$ cat config.mk
export PLATFORM = sky130hd
export DESIGN_NAME = heat_seq
export DESIGN_NICKNAME = d
export VERILOG_FILES = /design/src/heat_seq_pkg.sv /design/src/heat_seq.sv
export SDC_FILE = /design/constraint.sdc
export NUM_CORES = 1
export LEC_CHECK = 0
export ABC_CLOCK_PERIOD_IN_PS = 16910
export BUFFER_PORTS_ARGS = -buffer_cell sky130_fd_sc_hd__buf_2
export CORE_UTILIZATION = 35
export CTS_CLUSTER_DIAMETER = 200
export DETAILED_ROUTE_END_ITERATION = 6
export HOLD_SLACK_MARGIN = 0.05
export SLEW_MARGIN = 10
export SYNTH_ARGS = -nofsm -noshare
export SYNTH_HDL_FRONTEND = slang
export SYNTH_SLANG_ARGS = --single-unit
export TNS_END_PERCENT = 30
$ cat constraint.sdc
create_clock -name CORE_CLK -period 16.91 [get_ports CORE_CLK]
set_input_delay 0.8455 -clock CORE_CLK [delete_from_list [all_inputs] [get_ports CORE_CLK]]
set_output_delay 0.8455 -clock CORE_CLK [all_outputs]
set_load 0.01 [all_outputs]
$ cat src/heat_seq_pkg.sv
// Package for the sensing element heating sequencer.
package heat_seq_pkg;
   // ------------------------------------------------------------------
   // Timing
   // ------------------------------------------------------------------
   localparam int unsigned CLK_HZ = 200_000_000;
   localparam int unsigned SEC_CYCLES = CLK_HZ;
   localparam int unsigned CYCLIC_INTERVAL_S = 24 * 3600;
   localparam int unsigned HEAT_DEFAULT_MIN = 20;
   localparam int unsigned COOL_DEFAULT_MIN = 3;
   localparam int unsigned GUARD_PULSE_S = 10;
   localparam int unsigned GUARD_COOL_MIN = 3;
   localparam int unsigned GUARD_LOCK_DEFAULT_MIN = 30;
   localparam logic [31:0] HEAT_DEFAULT_S = 32'(HEAT_DEFAULT_MIN * 60);
   localparam logic [31:0] COOL_DEFAULT_S = 32'(COOL_DEFAULT_MIN * 60);
   localparam logic [31:0] CYCLIC_DEFAULT_S = 32'(CYCLIC_INTERVAL_S);
   localparam logic [31:0] GUARD_LOCK_DEFAULT_S =
      32'(GUARD_LOCK_DEFAULT_MIN * 60);
   localparam logic [31:0] GUARD_PULSE_SECS = 32'(GUARD_PULSE_S);
   localparam logic [31:0] GUARD_COOL_SECS = 32'(GUARD_COOL_MIN * 60);
   // ------------------------------------------------------------------
   // Widths and modes
   // ------------------------------------------------------------------
   localparam int unsigned MEAS_W = 16;
   typedef enum logic [1:0] {
      MODE_NONE, MODE_CONDENSATION_GUARD, MODE_HIGH_HUMIDITY
   } heat_mode_t;
   typedef struct packed {
      logic [MEAS_W-1:0] humidity;
      logic [MEAS_W-1:0] temperature;
   } meas_t;
   typedef struct packed {
      logic manual;
      logic modbus;
      logic external;
   } start_req_t;
endpackage

$ cat src/heat_seq.sv
// Sensing element heating sequencer: recovery, condensation and humidity guard.
`timescale 1ns/1ps
`default_nettype none
// Notes on behaviour
// - Manual start request begins recovery heating.
// - Cyclic mode restarts recovery at configured interval.
// - Optional recovery start at power-on, only when cyclic mode is also enabled.
// - Modbus command or external input starts recovery.
// - Recovery first heats for configured duration.
// - Then cools with heater off, configured duration.
// - Outputs frozen for whole recovery cycle.
// - Status LED lit through whole recovery.
// - Remaining recovery seconds counted down for readout.
// - Guard pulse starts when humidity reaches setpoint.
// - Guard pulse heats ten seconds.
// - Guard cool-down about three minutes follows.
// - Persistent condensation restarts guard after lock.
// - Outputs frozen during guard heating and cooling.
// - Lock time blocks new guard pulses after guard cool-down.
// - Lock time is a configuration input.
// - High-humidity mode keeps dual heating on, except element heat is off during recovery cool-down.
// - Serial Modbus may change only communication settings.
module heat_seq
   import heat_seq_pkg::*;
#(
   parameter logic [31:0] SEC_TICKS = 32'(SEC_CYCLES)
) (
   // Clock and reset
   input wire logic CORE_CLK,
   input wire logic SYS_RST,
   // Configuration
   input wire heat_mode_t MODE,
   input wire logic CYCLIC_EN,
   input wire logic POWER_ON_EN,
   input wire logic [31:0] CYCLIC_S,
   input wire logic [31:0] HEAT_S,
   input wire logic [31:0] COOL_S,
   input wire logic [31:0] LOCK_S,
   input wire logic [MEAS_W-1:0] RH_SETPOINT,
   // Start requests, pulses from core logic except the external pin
   input wire start_req_t START_REQ,
   input wire logic EXT_TRIGGER_PIN,
   // Serial Modbus configuration writes
   input wire logic SER_CFG_WR,
   input wire logic SER_CFG_IS_COMM,
   output logic SER_CFG_ACCEPT,
   // Measurements
   input wire meas_t MEAS_IN,
   output meas_t MEAS_OUT,
   // Heating and status
   output logic ELEMENT_HEAT,
   output logic BODY_HEAT,
   output logic RECOVERY_STATUS_LED,
   output logic RECOVERY_ACTIVE,
   output logic [31:0] RECOVERY_REMAIN_S
);
   // ------------------------------------------------------------------
   // Pin synchroniser and second tick
   // ------------------------------------------------------------------
   logic [2:0] ext_sync_r, ext_sync_nxt;
   logic ext_level_r, ext_level_nxt;
   logic [31:0] tick_cnt_r, tick_cnt_nxt;
   logic sec_tick;
   logic ext_rise;

   always_comb begin
      ext_sync_nxt = {ext_sync_r[1:0], EXT_TRIGGER_PIN};
      ext_level_nxt = ext_level_r;
      if (ext_sync_r[1] == ext_sync_r[2]) begin
         ext_level_nxt = ext_sync_r[2];
      end
      sec_tick = (tick_cnt_r == SEC_TICKS - 32'h0000_0001);
      tick_cnt_nxt = sec_tick ? 32'h0000_0000 : tick_cnt_r + 32'h0000_0001;
   end
   assign ext_rise = ext_level_nxt & ~ext_level_r;

   always_ff @(posedge CORE_CLK or posedge SYS_RST) begin
      if (SYS_RST) begin
         ext_sync_r <= 3'h0;
         ext_level_r <= 1'b0;
         tick_cnt_r <= 32'h0000_0000;
      end else begin
         ext_sync_r <= ext_sync_nxt;
         ext_level_r <= ext_level_nxt;
         tick_cnt_r <= tick_cnt_nxt;
      end
   end

   // ------------------------------------------------------------------
   // Recovery sequencer
   // ------------------------------------------------------------------
   typedef enum logic [1:0] {REC_IDLE, REC_HEAT, REC_COOL} rec_state_t;
   rec_state_t rec_r, rec_nxt;
   logic [31:0] rec_cnt_r, rec_cnt_nxt;
   logic [31:0] rec_remain_r, rec_remain_nxt;
   logic [31:0] cyc_cnt_r, cyc_cnt_nxt;
   logic boot_r, boot_nxt;
   logic rec_start;
   logic cyc_due;

   always_comb begin
      rec_nxt = rec_r;
      rec_cnt_nxt = rec_cnt_r;
      rec_remain_nxt = rec_remain_r;
      cyc_cnt_nxt = cyc_cnt_r;
      boot_nxt = 1'b0;
      cyc_due = 1'b0;
      if (CYCLIC_EN) begin
         if (sec_tick) begin
            cyc_cnt_nxt = cyc_cnt_r + 32'h0000_0001;
         end
         if (cyc_cnt_r >= CYCLIC_S && CYCLIC_S != 32'h0000_0000) begin
            cyc_due = 1'b1;
            cyc_cnt_nxt = 32'h0000_0000;
         end
      end else begin
         cyc_cnt_nxt = 32'h0000_0000;
      end
      rec_start = START_REQ.manual | START_REQ.modbus
         | ext_rise | cyc_due
         | (boot_r & CYCLIC_EN & POWER_ON_EN);
      unique case (rec_r)
         REC_IDLE: begin
            if (rec_start) begin
               rec_nxt = REC_HEAT;
               rec_cnt_nxt = HEAT_S;
               rec_remain_nxt = HEAT_S + COOL_S;
            end
         end
         REC_HEAT: begin
            // Further start requests fall through untouched.
            if (sec_tick) begin
               rec_remain_nxt = rec_remain_r - 32'h0000_0001;
               rec_cnt_nxt = rec_cnt_r - 32'h0000_0001;
            end
            if (rec_cnt_r == 32'h0000_0000) begin
               rec_nxt = REC_COOL;
               rec_cnt_nxt = COOL_S;
            end
         end
         REC_COOL: begin
            if (sec_tick && rec_remain_r != 32'h0000_0000) begin
               rec_remain_nxt = rec_remain_r - 32'h0000_0001;
            end
            if (sec_tick) begin
               rec_cnt_nxt = rec_cnt_r - 32'h0000_0001;
            end
            if (rec_cnt_r == 32'h0000_0000) begin
               rec_nxt = REC_IDLE;
               rec_remain_nxt = 32'h0000_0000;
            end
         end
         default: rec_nxt = REC_IDLE;
      endcase
   end

   always_ff @(posedge CORE_CLK or posedge SYS_RST) begin
      if (SYS_RST) begin
         rec_r <= REC_IDLE;
         rec_cnt_r <= 32'h0000_0000;
         rec_remain_r <= 32'h0000_0000;
         cyc_cnt_r <= 32'h0000_0000;
         boot_r <= 1'b1;
      end else begin
         rec_r <= rec_nxt;
         rec_cnt_r <= rec_cnt_nxt;
         rec_remain_r <= rec_remain_nxt;
         cyc_cnt_r <= cyc_cnt_nxt;
         boot_r <= boot_nxt;
      end
   end

   // ------------------------------------------------------------------
   // Condensation guard
   // ------------------------------------------------------------------
   typedef enum logic [1:0] {CG_IDLE, CG_PULSE, CG_COOL, CG_LOCK} cg_state_t;
   cg_state_t cg_r, cg_nxt;
   logic [31:0] cg_cnt_r, cg_cnt_nxt;
   logic wet;

   // Recovery takes priority; an idle guard starts no pulse while it runs.
   always_comb begin
      cg_nxt = cg_r;
      cg_cnt_nxt = cg_cnt_r;
      wet = MEAS_IN.humidity >= RH_SETPOINT;
      if (sec_tick && cg_cnt_r != 32'h0000_0000) begin
         cg_cnt_nxt = cg_cnt_r - 32'h0000_0001;
      end
      unique case (cg_r)
         CG_IDLE: begin
            if (MODE == MODE_CONDENSATION_GUARD && wet
                && rec_r == REC_IDLE) begin
               cg_nxt = CG_PULSE;
               cg_cnt_nxt = GUARD_PULSE_SECS;
            end
         end
         CG_PULSE: begin
            if (cg_cnt_r == 32'h0000_0000) begin
               cg_nxt = CG_COOL;
               cg_cnt_nxt = GUARD_COOL_SECS;
            end
         end
         CG_COOL: begin
            if (cg_cnt_r == 32'h0000_0000) begin
               cg_nxt = CG_LOCK;
               cg_cnt_nxt = LOCK_S;
            end
         end
         CG_LOCK: begin
            // A zero lock time restarts at once if still wet.
            if (cg_cnt_r == 32'h0000_0000) begin
               cg_nxt = CG_IDLE;
            end
         end
      endcase
   end

   always_ff @(posedge CORE_CLK or posedge SYS_RST) begin
      if (SYS_RST) begin
         cg_r <= CG_IDLE;
         cg_cnt_r <= 32'h0000_0000;
      end else begin
         cg_r <= cg_nxt;
         cg_cnt_r <= cg_cnt_nxt;
      end
   end

   // ------------------------------------------------------------------
   // Outputs and frozen measurements
   // ------------------------------------------------------------------
   meas_t meas_r, meas_nxt;
   logic freeze;
   logic freeze_nxt;
   logic heat_r, heat_nxt;
   logic body_r, body_nxt;
   logic led_r, led_nxt;
   logic acc_r, acc_nxt;

   always_comb begin
      freeze = (rec_r != REC_IDLE) || (cg_r == CG_PULSE)
         || (cg_r == CG_COOL);
      freeze_nxt = (rec_nxt != REC_IDLE) || (cg_nxt == CG_PULSE)
         || (cg_nxt == CG_COOL);
      meas_nxt = (freeze || freeze_nxt) ? meas_r : MEAS_IN;
      heat_nxt = (rec_nxt == REC_HEAT) || (cg_nxt == CG_PULSE)
         || (MODE == MODE_HIGH_HUMIDITY && rec_nxt == REC_IDLE);
      body_nxt = (MODE == MODE_HIGH_HUMIDITY);
      led_nxt = (rec_nxt != REC_IDLE);
      acc_nxt = SER_CFG_WR & SER_CFG_IS_COMM;
   end

   always_ff @(posedge CORE_CLK or posedge SYS_RST) begin
      if (SYS_RST) begin
         meas_r <= '0;
         heat_r <= 1'b0;
         body_r <= 1'b0;
         led_r <= 1'b0;
         acc_r <= 1'b0;
      end else begin
         meas_r <= meas_nxt;
         heat_r <= heat_nxt;
         body_r <= body_nxt;
         led_r <= led_nxt;
         acc_r <= acc_nxt;
      end
   end

   assign MEAS_OUT = meas_r;
   assign ELEMENT_HEAT = heat_r;
   assign BODY_HEAT = body_r;
   assign RECOVERY_STATUS_LED = led_r;
   assign RECOVERY_ACTIVE = led_r;
   assign RECOVERY_REMAIN_S = rec_remain_r;
   assign SER_CFG_ACCEPT = acc_r;

   // ------------------------------------------------------------------
   // Checks
   // ------------------------------------------------------------------
   property p_led_follows;
      @(posedge CORE_CLK) disable iff (SYS_RST)
      (rec_r == REC_IDLE && $past(rec_r) == REC_IDLE) |-> !RECOVERY_STATUS_LED;
   endproperty
   a_led_follows: assert property (p_led_follows) else $error("led lit idle");
   property p_start_manual;
      @(posedge CORE_CLK) disable iff (SYS_RST)
      (rec_r == REC_IDLE && START_REQ.manual) |=> rec_r == REC_HEAT;
   endproperty
   a_start_manual: assert property (p_start_manual) else $error("no start");
   property p_start_modbus;
      @(posedge CORE_CLK) disable iff (SYS_RST)
      (rec_r == REC_IDLE && START_REQ.modbus) |=> ##1 RECOVERY_STATUS_LED;
   endproperty
   a_start_modbus: assert property (p_start_modbus) else $error("no led");
   property p_freeze;
      @(posedge CORE_CLK) disable iff (SYS_RST)
      (rec_r == REC_HEAT && $past(rec_r) == REC_HEAT) |-> $stable(MEAS_OUT);
   endproperty
   a_freeze: assert property (p_freeze) else $error("output moved");
   property p_cool_off;
      @(posedge CORE_CLK) disable iff (SYS_RST)
      (rec_r == REC_COOL && cg_r != CG_PULSE
       && rec_cnt_r != 32'h0000_0000) |=> !ELEMENT_HEAT;
   endproperty
   a_cool_off: assert property (p_cool_off) else $error("heat in cool");
   property p_cg_start;
      @(posedge CORE_CLK) disable iff (SYS_RST)
      (cg_r == CG_IDLE && MODE == MODE_CONDENSATION_GUARD && wet
       && rec_r == REC_IDLE) |=> cg_r == CG_PULSE ##1 ELEMENT_HEAT;
   endproperty
   a_cg_start: assert property (p_cg_start) else $error("no pulse");
   property p_lock_quiet;
      @(posedge CORE_CLK) disable iff (SYS_RST)
      (cg_r == CG_LOCK && rec_r == REC_IDLE && MODE != MODE_HIGH_HUMIDITY)
      |=> ##1 !ELEMENT_HEAT || rec_r != REC_IDLE || cg_r != CG_LOCK;
   endproperty
   a_lock_quiet: assert property (p_lock_quiet) else $error("heat locked");
   property p_ser_cfg;
      @(posedge CORE_CLK) disable iff (SYS_RST)
      (SER_CFG_WR && !SER_CFG_IS_COMM) |=> !SER_CFG_ACCEPT;
   endproperty
   a_ser_cfg: assert property (p_ser_cfg) else $error("cfg accepted");
   property p_no_restart;
      @(posedge CORE_CLK) disable iff (SYS_RST)
      (rec_r == REC_HEAT && START_REQ.manual && rec_cnt_r != 32'h0000_0000)
      |=> $stable(rec_remain_r) || $past(sec_tick);
   endproperty
   a_no_restart: assert property (p_no_restart) else $error("restarted");
   property p_body;
      @(posedge CORE_CLK) disable iff (SYS_RST)
      (MODE == MODE_HIGH_HUMIDITY) [*2] |-> BODY_HEAT;
   endproperty
   a_body: assert property (p_body) else $error("body cold");
endmodule // heat_seq
`default_nettype wire

* Word-level counts from Yosys, hierarchy flattened *
Cells that the tools add are included.
Widths: inputs -> output; s select.

word-level totals
  flip-flop bits (word level) = 205
  bits of input ports = 188
  output and inout bits = 69
  word-level logic and storage cells = 105

cells by class
  $add $sub $neg = 6
  $lt $le $gt $ge = 2
  equality and inequality tests = 16
  mux-type cells = 30
  bitwise logic cells = 9
  reduce and logical (&&, ||, !) cells = 26

operator list
  cell                   number
  $mux 32                15
  $pmux 32 s3            3
  $reduce_bool 32->1     3
  $sub 32x1->32 const B  3
  $add 32x1->32 const B  2
  $logic_not 32->1       2
  $add 32x32->32         1
  $eq 32x28->1 const B   1
  $ge 32x32->1           1
  $ge 16x16->1           1
  $mux 2                 7
  $eq 2x1->1 const B     5
  $eq 2x2->1 const B     5
  $pmux 2 s4             1
  $logic_or 1x1->1       7
  $logic_and 1x1->1      6
  $logic_not 2->1        3
  $pmux 2 s3             1
  $and 1x1->1            4
  $ne 2x2->1 const B     2
  $or 1x1->1             4
  $reduce_and 4->1       1
  $reduce_bool 2->1      2
  $mux 1                 3
  6 further kinds        6

* Longest topological paths before layout *
  word-level depth = 12
  depth in mapped cells = 13

* Worst setup path before layout *
Ideal clock, no wire load.

  path type = input-to-reg
  from = input CYCLIC_S[19]
  to = register meas_r (netlist bit MEAS_OUT[0])
  arrival time = 3511 ps
  required time = 16783 ps
  slack = 13271 ps
  stages = 13
  path through = inv_1 ha_1 a21oi_1 o21ai_0 a2111oi_0 nand2_1 o211ai_1 nand2_1 o31a_1 or2_1 nor3_4 buf_6 mux2_1

between the ends
  cells in the longest elaborated chain, start to end = 12
  elaborated cells on any way between the ends = 13
  those cells by class = order compare: 1; mux: 4; bitwise: 2; reduce/logical: 6

RTL lines
  what                                                       RTL line         text
  start, declared                                            heat_seq.sv:35   input wire logic [31:0] CYCLIC_S,
  $ge 32x32->1 / $reduce_bool 32->1 (equally long branches)  heat_seq.sv:112  if (cyc_cnt_r >= CYCLIC_S && CYCLIC_S != 32'h0000_0000) begin
  $logic_and 1x1->1 (*)                                      heat_seq.sv:112
  $mux 1 (*)                                                 heat_seq.sv:112
  $mux 1 (*)                                                 heat_seq.sv:108  if (CYCLIC_EN) begin
  $or 1x1->1 (*)                                             heat_seq.sv:120  | ext_rise | cyc_due
  $or 1x1->1 (*)                                             heat_seq.sv:121  | (boot_r & CYCLIC_EN & POWER_ON_EN);
  $mux 2 (*)                                                 heat_seq.sv:124  if (rec_start) begin
  $pmux 2 s3 (*)                                             heat_seq.sv:122  unique case (rec_r)
  via rec_nxt[0]                                             heat_seq.sv:93   rec_state_t rec_r, rec_nxt;
  $reduce_bool 2->1 (*)                                      -
  via led_nxt                                                heat_seq.sv:236  logic led_r, led_nxt;
  $logic_or 1x1->1 (*)                                       heat_seq.sv:242  freeze_nxt = (rec_nxt != REC_IDLE) || (cg_nxt == CG_PULSE)
  $logic_or 1x1->1 (*)                                       heat_seq.sv:243  || (cg_nxt == CG_COOL);
  $logic_or 1x1->1 (*)                                       heat_seq.sv:244  meas_nxt = (freeze || freeze_nxt) ? meas_r : MEAS_IN;
  end signal, assigned                                       heat_seq.sv:260  meas_r <= meas_nxt;
  end, declared                                              heat_seq.sv:231  meas_t meas_r, meas_nxt;

Mark *: on every way through the listed nets, which the timed path passes. The rest lies on a longest branch.
A chain may end at the register's enable or synchronous reset.

* Final worst setup path *
  from = register cg_cnt_r[2]
  to = register cg_cnt_r[19]

between the ends
  cells in the longest elaborated chain, start to end = 5
  elaborated cells on any way between the ends = 9
  those cells by class = add/sub: 1; mux: 5; reduce/logical: 3

RTL lines
  what                                                   RTL line         text
  start, declared                                        heat_seq.sv:178  logic [31:0] cg_cnt_r, cg_cnt_nxt;
  start signal, assigned                                 heat_seq.sv:224  cg_cnt_r <= cg_cnt_nxt;
  branches (longest 4 deep; another with $sub 32x1->32)  -
  $pmux 32 s3 (*)                                        heat_seq.sv:189  unique case (cg_r)
  via cg_cnt_nxt[19]                                     heat_seq.sv:178

Mark *: on every way through the listed nets, which the timed path passes.

==> run metrics <==
DRT Wirelength 39.51 mm; Yosys cell types 77; Fmax 0.2384 GHz; CP Capture Type register; flops & latches, synth between 200 and 250; Reg area 5131 sq um; Max VDD drop just over 0.07 mV; via count 12,371; Worst Path Class, Setup reg2reg; I/O Pins about 260; Fin Setup TNS 0 ns; routed len/inst 16.84 um; initial antenna violation count 12; CP required 17.33 ns; GPL Wtd Cong 0.9314; Clock Root Buffer clkbuf_16; DRT antenna net count 0; initial DRC count 766; final worst clock skew roughly 0.020 ns; max cap viols 0; most frequent cell on the critical path or4_1; design area 16,370 sq um; RSZ-0062 raised after global routing false; post-CTS setup buffer count 0; total of warnings raised by yosys 0; H-tree levels 1; largest net degree at the start of global routing 79; Total Nets Final 2,082; final setup fails 0; Initial Utilization 35.48%; Mapped Cells 1,567; Hold-fix buffers, CTS 0; CP peak stage delay 0.84 ns; Post-synth top flop dfrtp_1; Remaining DRCs 0; Power per Cell Area between 100 and 150 nW/um^2; number of buffers and inverters on the critical path 1; CTS Sinks 205; vias in the first global route 12,009; Crit-path slowest cell and2_1; Final period util 24.81%; synth top area cells dfrtp_1, ha_1, o21ai_0; Synth top area share around 37%; max_slew headroom 27.53%; Final Core Density a little over two fifths; crit path DAT 4.62 ns; Leak Pwr 7.460 nW; Die X 199.7 um; Clk pin slew, worst setup/hold paths 0.06 ns; Port Buffers roughly 260; Hold/Removal Path Class in2async; Inserted Clock Buffers 26; post-synthesis async set-or-reset flop share between 90% and 100%; area of the multi-input gates 7996 sq um; startpoint types register; Syn Nets 1,848; CP top delay family simple AND/OR/NAND/NOR gates; Min Clock Period, post-route about 4.2 ns; Yosys top cell by area dfrtp_1; number of vias per cell 5.273; CP Max Fanout 27; DP Wirelength 29.25 mm; Hold Violations, Final 0; Clock Path Buffers 3; EDFF count, synth 0; number of gates resized after cts 0; Die Height around 200 um; Die ar. roughly 40,000 sq um; DP Area 15,460 sq um; core area 38,560 sq um; GRT Util Overall 19.76%; fill cell count 3,915; Tightest Pin Transition 1.084 ns; post-synthesis instance area 13,680 sq um; Skew-Pair Late Insertion Delay 0.56 ns; status complete, no violations; 1st-pass router iterations 7; sequential area share after synthesis between 30% and 40%; CP cell instances or4_1 > or4_1 > nor4_1 > nand3_1 > nor2_1 > and2_1 > o21bai_1 > buf_4 > o21ai_0; global-route wire length before repair between 60 and 70 mm; CTS tree built; GR Overflow Total 0; proportion of layout cells with a drive suffix above 1 18.56%; area delta synth->final 19.65%; Row Count 72; Avg Cell Area, Syn 8.730 sq um; Slew Limit Fails 0
==> where the power goes <==
part	internal (mW)	total (mW)	switching, mW	leakage, nW
clock network	0.337	0.566	0.229	0.439
registers	0.644	0.788	0.144	2.58
logic	0.331	0.798	0.467	4.44
total	1.31	2.15	0.840	7.46
==> path summary, 6_finish.rpt <==
kind | depth (start not counted) | slack [ns] | to | startpoint
worst max-delay path | 9 | 12.71 | cg_cnt_r[19] | cg_cnt_r[2]
worst min-delay path | 2 | 0.36 | ext_sync_r[0] | SYS_RST
worst min register to register | 0 | 0.38 | ext_sync_r[1] | ext_sync_r[0]
worst max register to register | 9 | 12.71 | cg_cnt_r[19] | cg_cnt_r[2]
min in group CORE_CLK | 0 | 0.38 | ext_sync_r[1] | ext_sync_r[0]
max in group asynchronous | 4 | 14.45 | cyc_cnt_r[19] | SYS_RST
==> placed cells by master, fill, tap and decap left out, types with 19 or more instances in the layout <==
| master | synthesis | layout |
|---|---|---|
| xor2_1 | 76 | 76 |
| a21o_1 | 20 | 20 |
| mux2_1 | 30 | 30 |
| inv_1 | 81 | 80 |
| nor3_1 | 48 | 48 |
| nand3_1 | 45 | 45 |
| nor2_1 | 158 | 157 |
| dfrtp_1 | 204 | 204 |
| ha_1 | 92 | 91 |
| a21oi_1 | 54 | 54 |
| clkbuf_16 | 0 | 26 |
| nand2_1 | 170 | 170 |
| nor4_1 | 24 | 24 |
| o21ai_0 | 161 | 161 |
| buf_2 | 4 | 255 |
| xnor2_1 | 65 | 65 |
| a22o_1 | 19 | 19 |
| a221o_1 | 19 | 19 |
| and3_1 | 20 | 20 |
==> area by class of cell <==
class,instances,share of cell area (%)
well taps,518,3.960
repair buffers,267,8.348
clock buffers,42,5.076
multi-input cells,1219,48.86
clock inverters,6,0.3746
inverters,82,1.926
flip-flops and latches,205,31.35
diodes,7,0.1070
==> sequential cells by signal, indices dropped and copies added, names as in the netlist <==
| name | count |
|---|---|
| ELEMENT_HEAT | 1 |
| RECOVERY_ACTIVE | 1 |
| cg_r | 2 |
| cg_cnt_r | 32 |
| RECOVERY_REMAIN_S | 32 |
| cyc_cnt_r | 32 |
| ext_sync_r | 3 |
| tick_cnt_r | 32 |
| SER_CFG_ACCEPT | 1 |
| MEAS_OUT | 32 |
| rec_r | 2 |
| ext_level_r | 1 |
| boot_r | 1 |
| BODY_HEAT | 1 |
| rec_cnt_r | 32 |
==> synthesized netlist by cell type (all sizes together), types with 3 or more instances <==
master     n
a221o     19
o31ai      8
a31o       4
nor4b      3
nor3      50
nand2    170
or4       15
mux2      32
clkbuf    47
nor4      27
a211oi     8
and2       5
or2        8
a22oi      5
ha        92
a21o      20
nand2b    14
and3      20
a21oi     55
a32oi      4
o21a      12
a31oi      8
dfrtp    204
a2111oi    3
or3       10
inv       81
nand3     45
nand4     16
o21ai    163
nor2     158
o22ai     11
o21bai     6
xnor2     65
o41ai      3
o32ai      6
a221oi     7
o211ai    10
buf       14
nand3b     5
nor2b      9
xor2      76
o31a       4
a22o      19
==> worst reg2reg max path, stage by stage, from the launching register on <==
cell      delay, ns
dfrtp_1        0.45
or4_1          0.58
or4_1          0.50
nor4_1         0.38
nand3_1        0.42
nor2_1         0.23
and2_1         0.84
o21bai_1       0.22
buf_4          0.29
o21ai_0        0.17
==> routing by layer <==
metal / up-vias / share of wire (%) / track usage (%)
met1: 5958 / 46 / 26.90
met4: 10 / 2.5 / 5.881
met5: - / 0.16 / 0
li1: 6062 / - / -
met3: 58 / 5.8 / 3.342
met2: 283 / 46 / 31.92
==> through the flow <==
stage | std cells | hold WS (ns) | setup slack [ns] | power [mW]
after floorplan | 1567 | 0.3312 | 10.47 | 1.312
after global placement | 2291 | 0.3947 | 12.43 | 1.564
after detailed placement | 2291 | 0.3819 | 12.27 | 1.586
after CTS | 2339 | 0.3713 | 12.72 | 2.165
after global routing | 2343 | 0.3900 | 12.30 | 2.301
final | 2346 | 0.3622 | 12.71 | 2.152
==> logic make-up (layout without fill, tap and decap cells) <==
logic type / count (synthesis) / in the layout / synth area share, %
AO/OA/AOI/OAI: 388 / 388 / 18.16
XOR/XNOR: 141 / 141 / 9.028
multiplexers: 34 / 34 / 2.781
AND/OR/NAND/NOR: 561 / 561 / 19.71
buffers and inverters: 143 / 397 / 4.153
other: 1 / 8 / 0.02741
flip-flops: 205 / 205 / 37.51
adder cells (fa/ha/maj): 94 / 94 / 8.634
(Power assumes the default switching activity.)
